--- src/core/iad_defines.svh ---
`ifndef IAD_DEFINES_SVH
`define IAD_DEFINES_SVH

// ****************************************
// Address field layout, reset and idle values
// ****************************************
`define IAD_ADDR_W       10
`define IAD_BASE_MSB     9
`define IAD_BASE_LSB     5
`define IAD_BASE_W       5
`define IAD_REG_MSB      4
`define IAD_REG_LSB      0
`define IAD_REG_W        5
`define IAD_BLOCK_SIZE   32
`define IAD_BASE_RST     5'h1f
`define IAD_REG_RST      5'h00
`define IAD_ADDR_RST     10'h000
`define IAD_STROBE_IDLE  1'h1
`define IAD_AEN_IDLE     1'h0
`define IAD_SEL_RST      1'h0

`endif

--- src/core/iad_pkg.sv ---
package iad_pkg;
  `include "iad_defines.svh"
  typedef logic [`IAD_BASE_W-1:0] iad_base_t;
  typedef logic [`IAD_REG_W-1:0]  iad_reg_t;
endpackage

--- src/core/iad_decoder.sv ---
`timescale 1ns/1ps
`include "iad_defines.svh"

// ****************************************
// Two-stage synchroniser
// ****************************************
// Nothing outside may read the first stage: it can still be metastable
module iad_sync2
  import iad_pkg::*;
#(
  parameter int               WIDTH   = 1,
  parameter logic [WIDTH-1:0] RST_VAL = '0
) (
  input  wire logic             ref_clk_i,
  input  wire logic             rst_i,
  input  wire logic [WIDTH-1:0] d_i,
  output logic      [WIDTH-1:0] q_o
);

  logic [WIDTH-1:0] meta;

  always_ff @(posedge ref_clk_i) begin
    if (rst_i) begin
      meta <= RST_VAL;
    end else begin
      meta <= d_i;
    end
  end

  always_ff @(posedge ref_clk_i) begin
    if (rst_i) begin
      q_o <= RST_VAL;
    end else begin
      q_o <= meta;
    end
  end

endmodule // iad_sync2

// ****************************************
// Host I/O address decoder
// ****************************************
module iad_decoder
  import iad_pkg::*;
(
  input  wire logic                   ref_clk_i,
  input  wire logic                   rst_i,
  input  wire logic [`IAD_ADDR_W-1:0] host_addr_i,
  input  wire logic                   host_ior_n_i,
  input  wire logic                   host_iow_n_i,
  input  wire logic                   host_aen_i,
  input  wire logic                   base_jumper_bit0_i,
  input  wire logic                   base_jumper_bit1_i,
  input  wire logic                   base_jumper_bit2_i,
  input  wire logic                   base_jumper_bit3_i,
  input  wire logic                   base_jumper_bit4_i,
  output logic                        board_sel_o,
  output logic                        rd_sel_o,
  output logic                        wr_sel_o,
  output iad_reg_t                    reg_sel_o,
  output iad_base_t                   base_addr_o
);

  // ****************************************
  // Input synchronisers
  // ****************************************
  // Bus pins come from outside this clock domain. The address is a word
  // taken without handshake: the host holds it steady around the strobe,
  // so it has settled before the synchronised strobe qualifies it.
  logic [`IAD_ADDR_W-1:0] addr_sync;
  logic                   ior_n_sync;
  logic                   iow_n_sync;
  logic                   aen_sync;
  iad_base_t              jmp_pins;
  iad_base_t              jmp_sync;

  // Open jumper pulled up reads 1, fitted shorts to 0
  assign jmp_pins = {base_jumper_bit4_i,
                     base_jumper_bit3_i,
                     base_jumper_bit2_i,
                     base_jumper_bit1_i,
                     base_jumper_bit0_i};

  iad_sync2 #(
    .WIDTH   (`IAD_ADDR_W),
    .RST_VAL (`IAD_ADDR_RST)
  ) addr_sync_inst (
    .ref_clk_i (ref_clk_i),
    .rst_i     (rst_i),
    .d_i       (host_addr_i),
    .q_o       (addr_sync)
  );

  iad_sync2 #(
    .WIDTH   (1),
    .RST_VAL (`IAD_STROBE_IDLE)
  ) ior_sync_inst (
    .ref_clk_i (ref_clk_i),
    .rst_i     (rst_i),
    .d_i       (host_ior_n_i),
    .q_o       (ior_n_sync)
  );

  iad_sync2 #(
    .WIDTH   (1),
    .RST_VAL (`IAD_STROBE_IDLE)
  ) iow_sync_inst (
    .ref_clk_i (ref_clk_i),
    .rst_i     (rst_i),
    .d_i       (host_iow_n_i),
    .q_o       (iow_n_sync)
  );

  iad_sync2 #(
    .WIDTH   (1),
    .RST_VAL (`IAD_AEN_IDLE)
  ) aen_sync_inst (
    .ref_clk_i (ref_clk_i),
    .rst_i     (rst_i),
    .d_i       (host_aen_i),
    .q_o       (aen_sync)
  );

  iad_sync2 #(
    .WIDTH   (`IAD_BASE_W),
    .RST_VAL (`IAD_BASE_RST)
  ) jmp_sync_inst (
    .ref_clk_i (ref_clk_i),
    .rst_i     (rst_i),
    .d_i       (jmp_pins),
    .q_o       (jmp_sync)
  );

  // ****************************************
  // Cycle decode
  // ****************************************
  logic      rd_cyc;
  logic      wr_cyc;
  logic      hit;
  logic      claim;
  iad_base_t addr_base;
  iad_reg_t  addr_reg;

  assign addr_base = addr_sync[`IAD_BASE_MSB:`IAD_BASE_LSB];
  assign addr_reg  = addr_sync[`IAD_REG_MSB:`IAD_REG_LSB];

  // Memory cycles use other strobes and never reach here; AEN marks DMA
  assign rd_cyc = ~ior_n_sync & ~aen_sync;
  assign wr_cyc = ~iow_n_sync & ~aen_sync;

  // Both strobes low is illegal on the host; both selects would then rise
  // Only upper bits compared, so exactly one 32-location block matches
  assign hit    = (addr_base == jmp_sync);
  assign claim  = hit & (rd_cyc | wr_cyc);

  // ****************************************
  // Select outputs
  // ****************************************
  // Three edges from pin to output: two sync stages and this flop
  always_ff @(posedge ref_clk_i) begin
    if (rst_i) begin
      board_sel_o <= `IAD_SEL_RST;
    end else begin
      board_sel_o <= claim;
    end
  end

  always_ff @(posedge ref_clk_i) begin
    if (rst_i) begin
      rd_sel_o <= `IAD_SEL_RST;
    end else begin
      rd_sel_o <= hit & rd_cyc;
    end
  end

  always_ff @(posedge ref_clk_i) begin
    if (rst_i) begin
      wr_sel_o <= `IAD_SEL_RST;
    end else begin
      wr_sel_o <= hit & wr_cyc;
    end
  end

  // ****************************************
  // Register select and base
  // ****************************************
  // Held at zero outside a claimed cycle to avoid stray selects
  always_ff @(posedge ref_clk_i) begin
    if (rst_i) begin
      reg_sel_o <= `IAD_REG_RST;
    end else if (claim) begin
      reg_sel_o <= addr_reg;
    end else begin
      reg_sel_o <= `IAD_REG_RST;
    end
  end

  always_ff @(posedge ref_clk_i) begin
    if (rst_i) begin
      base_addr_o <= `IAD_BASE_RST;
    end else begin
      base_addr_o <= jmp_sync;
    end
  end

endmodule // iad_decoder

--- config.mk ---
export PLATFORM = sky130hd
export DESIGN_NAME = iad_decoder
export DESIGN_NICKNAME = d
export VERILOG_FILES = /design/src/core/iad_pkg.sv /design/src/core/iad_decoder.sv
export VERILOG_INCLUDE_DIRS = /design/src /design/src/core
export SDC_FILE = /design/constraint.sdc
export NUM_CORES = 1
export LEC_CHECK = 0
export CORE_MARGIN = 2
export CORE_UTILIZATION = 50
export DETAILED_ROUTE_END_ITERATION = 10
export DONT_BUFFER_PORTS = 1
export HOLD_SLACK_MARGIN = 0.15
export PLACE_DENSITY = 0.72
export SYNTH_ARGS = -nofsm -noshare
export SYNTH_HDL_FRONTEND = slang
export SYNTH_SLANG_ARGS = --single-unit
--- constraint.sdc ---
create_clock -name ref_clk_i -period 1.4 [get_ports ref_clk_i]
set_clock_uncertainty 0.05 [all_clocks]
set_input_delay 0.07 -clock ref_clk_i [delete_from_list [all_inputs] [get_ports ref_clk_i]]
set_output_delay 0.07 -clock ref_clk_i [all_outputs]
set_load 0.1 [all_outputs]
* After elaboration in Yosys (flattened, before gate mapping) *
Index checks and enable logic that the tools add are counted.

word-level totals
  word-level logic and storage cells = 27
  register bits after elaboration = 49
  input port bits = 20

operators by class
  reductions and logical operators = 1
  equality and inequality tests = 1
  bitwise logic cells = 10

operators by type and width
  cell             count
  $and 1x1->1      5
  $eq 5x5->1       1
  $not 1->1        4
  $reduce_or 2->1  1
  $or 1x1->1       1

* Longest topological paths before layout *
  word-level depth = 6
  depth in mapped cells = 3

* Cells and area by module *
From an unflattened synthesis, not the netlist that was laid out.

unflattened totals
  cells, all modules = 121
  area total of the unflattened synthesis = 1549.0 sq um

modules (own cells, without submodules)
  module                          times used  cells each  sequential area each (sq um)  area an instance (sq um)
  iad_sync2 at addr_sync_inst     1           42          400.4                         618.1
  iad_decoder                     1           47          260.2                         510.5
  iad_sync2 at jmp_sync_inst      1           20          200.2                         262.8
  iad_sync2 at aen_sync_inst ...  3           4           40.0                          52.6

* Least setup slack after synthesis *
No wires, ideal clock.

  path type = flip-flop to output port
  from = register base_addr_o[0]
  to = output port base_addr_o[0]
  stages on the path, launching flop included = 1
  path buffers = 0
  required time = 1.280 ns
  path slack = 0.371 ns
  arrival time = 0.909 ns
  cell sequence = dfxtp_1

RTL lines
  element                 RTL line            RTL
  start, declared         iad_decoder.sv:61   output iad_base_t base_addr_o
  start signal, assigned  iad_decoder.sv:200  base_addr_o <= `IAD_BASE_RST;
  start signal, assigned  iad_decoder.sv:202  base_addr_o <= jmp_sync;

No word-level cell between the ends.

* Worst setup path in the final report *
  from = register aen_sync_inst.meta
  to = register aen_sync_inst.q_o

RTL lines
  element                 RTL line           RTL
  start, declared         iad_decoder.sv:20  logic [WIDTH-1:0] meta;
  start signal, assigned  iad_decoder.sv:26  meta <= d_i;
  end signal, assigned    iad_decoder.sv:34  q_o <= meta;
  end, declared           iad_decoder.sv:17  output logic [WIDTH-1:0] q_o

No word-level cell between the ends.

==> metrics.txt <==
Worst Hold Class=input port to flop; WL/cell=11.2 um; I/O Buffers=0; hpwl dp=~1.1 mm; count of pins over their slew limit=0; uppermost layer routed=met4; DRT met1 WL=around 760 um; Placer Congestion=0.736; Final ANT Viol Nets=0; per-instance average area after synthesis=roughly 12 um2; metal3 WL=144 um; first-pass GRT wire length=3.38 mm; Die Ht=56.7 um; TritonCTS Buffers=5; core area=2690 um2; DRT Pass-1 Iters=4; H-tree depth=2; Met2 Wirelength=1.13 mm; total negative slack=0 ns; Ys Warns=0; Post-Synth Adder-Cell Area=0; CP max FO=1; syn_nets=approximately 130; gr ovfl total=0; FP Rows=19; clock buffer depth=2; n_diodes=0; Fillers=204; area of the multi-input gates=392 um2; # Max-Cap Violations=0; Peak VDD IR=0.00155 V; CP Launch Type=flop; Die W=approximately 57 um; number of antenna violations at the first check in global routing=0; Fmax=~850 MHz; DR iter-0 viols=7; final count of hold timing violations=0; most frequent cells in the layout=dfxtp_1, dlygate4sd3_1, nor2b_1; Routed WL=2.08 mm; Synth Area in XOR/XNOR=0.0316; pin count of the biggest net entering global routing=27; FF+latch count, synth=49; cell leakage power=0.782 nW; Worst Tran Pin Value=just over 0.7 ns; compound-cell area share of the yosys netlist=0; synth unique cells=13; register area=a little under 1000 um2; Worst Path Required=around 1.7 ns; pwr dens=1230 nW/um2; status=finished, final reports clean; Clock Pin Slew Worst Setup and Hold Paths=around 0.14 ns; share of cells above drive strength 1=0.265; final worst-path cycle share=0.845; worst reg2reg setup slack=0.22 ns; total power draw=between 2 and 2.5 mW; DRC viols=0; unrepaired setup endpoints after global routing=false; Die ar.=3210 um2; initial core utilization=0.517; Area Growth Syn to Fin=32.3%; critical path type=flop to flop; worst path arrival time=1.44 ns; Synth Cell Area=1390 um2; Post-Syn Instances=about 110; vias in the first global route=837; Post-Synth Simple-Gate Area=0.251; Seq/Total Area, Yosys=0.707; minimum clock period=roughly 1.2 ns; Total Routing Usage GR=0.147; mux cell area share after synthesis=0; clk root buf=clkbuf_4; Nets=174; clock sinks=49; Boundary Pins=33; via count=848; Worst slew margin=0.521; CP endpoint kind=flop; commonest non-fill, non-tap cell in the layout=dfxtp_1; CTS tree=done; worst skew pair latency=0.36 ns; largest family of logic cells by synthesized area=simple AND/OR/NAND/NOR gates; setup violators final=0; vias per inst=~4.6
-- power by group --
group	switching, mW	internal [mW]	total (mW)	leakage, nW
clock	0.430	0.209	0.639	0.0358
combinational	0.0684	0.0858	0.154	0.343
sequential	0.0149	1.45	1.46	0.404
-- cells in the mapped netlist --
| cell type | count | area share |
|---|---|---|
| xnor2_1 | 3 | 0.019 |
| nor2_1 | 2 | 0.0054 |
| and3_1 | 1 | 0.0045 |
| xor2_1 | 2 | 0.013 |
| or2_2 | 19 | 0.086 |
| clkbuf_1 | 4 | 0.011 |
| dfxtp_1 | 49 | 0.71 |
| nand4_1 | 1 | 0.0045 |
| nor2b_1 | 22 | 0.099 |
| and4_1 | 5 | 0.032 |
| and4_4 | 1 | 0.0081 |
| nor4_1 | 2 | 0.0090 |
| nand2_1 | 1 | 0.0027 |
-- repair_timing --
action / CTS / global route
setup buffers: 0 / 0
hold buffers: 26 / 0
resized for setup: 0 / 1
hold endpoints to repair: 49 / 0
endpoints found under the setup margin: 0 / 8
-- per-stage QoR --
step            util  setup slack (ns)  instance area (um2)  cells  hold slack, ns
2_1_floorplan      -             0.371                 1390    112          0.0916
3_3_place_gp   0.562             0.342                 1510    152          0.0956
3_5_place_dp   0.562             0.304                 1510    152          0.0967
4_1_cts        0.682            0.0222                 1830    186           0.236
5_1_grt        0.683             0.163                 1840    186           0.215
6_report       0.683             0.217                 1840    186           0.255
-- logic make-up after synthesis --
family / count (synthesis)
XOR/XNOR: 5
buffers and inverters: 4
flip-flops: 49
AND/OR/NAND/NOR: 54
-- critical path, stage by stage, from the launching register on --
cell and delay [ns]:
dfxtp_1 0.34, nor2b_1 0.16, dlygate4sd3_1 0.58
-- sequential cells by signal, summed over array words and instances, names as in the netlist, 5 cells and up --
name / cells
addr_sync_inst.meta: 10
addr_sync_inst.q_o: 10
base_addr_o: 5
jmp_sync_inst.meta: 5
jmp_sync_inst.q_o: 5
reg_sel_o: 5
-- routing by layer --
| layer | vias up | GRT usage |
|---|---|---|
| met1 | 374 | 0.123 |
| met3 | 6 | 0.0668 |
| li1 | 441 | - |
| met5 | - | 0 |
| met2 | 27 | 0.267 |
| met4 | 0 | 0.105 |
-- cell type report --
type / instances / area share
flip-flops and latches: 49 / 0.534
well taps: 31 / 0.0211
clock inverters: 3 / 0.0143
repair buffers: 39 / 0.196
clock buffers: 5 / 0.0204
multi-input cells: 59 / 0.213
-- worst paths after layout --
check                                      startpoint                      to  cells past startpoint
worst max-delay path               aen_sync_inst.meta       aen_sync_inst.q_o                      2
worst min-delay path                            rst_i  addr_sync_inst.meta[1]                      2
worst max register to register     aen_sync_inst.meta       aen_sync_inst.q_o                      2
worst min register to register  jmp_sync_inst.meta[3]    jmp_sync_inst.q_o[3]                      1
No activity file was read; power rests on OpenSTA's default activity.
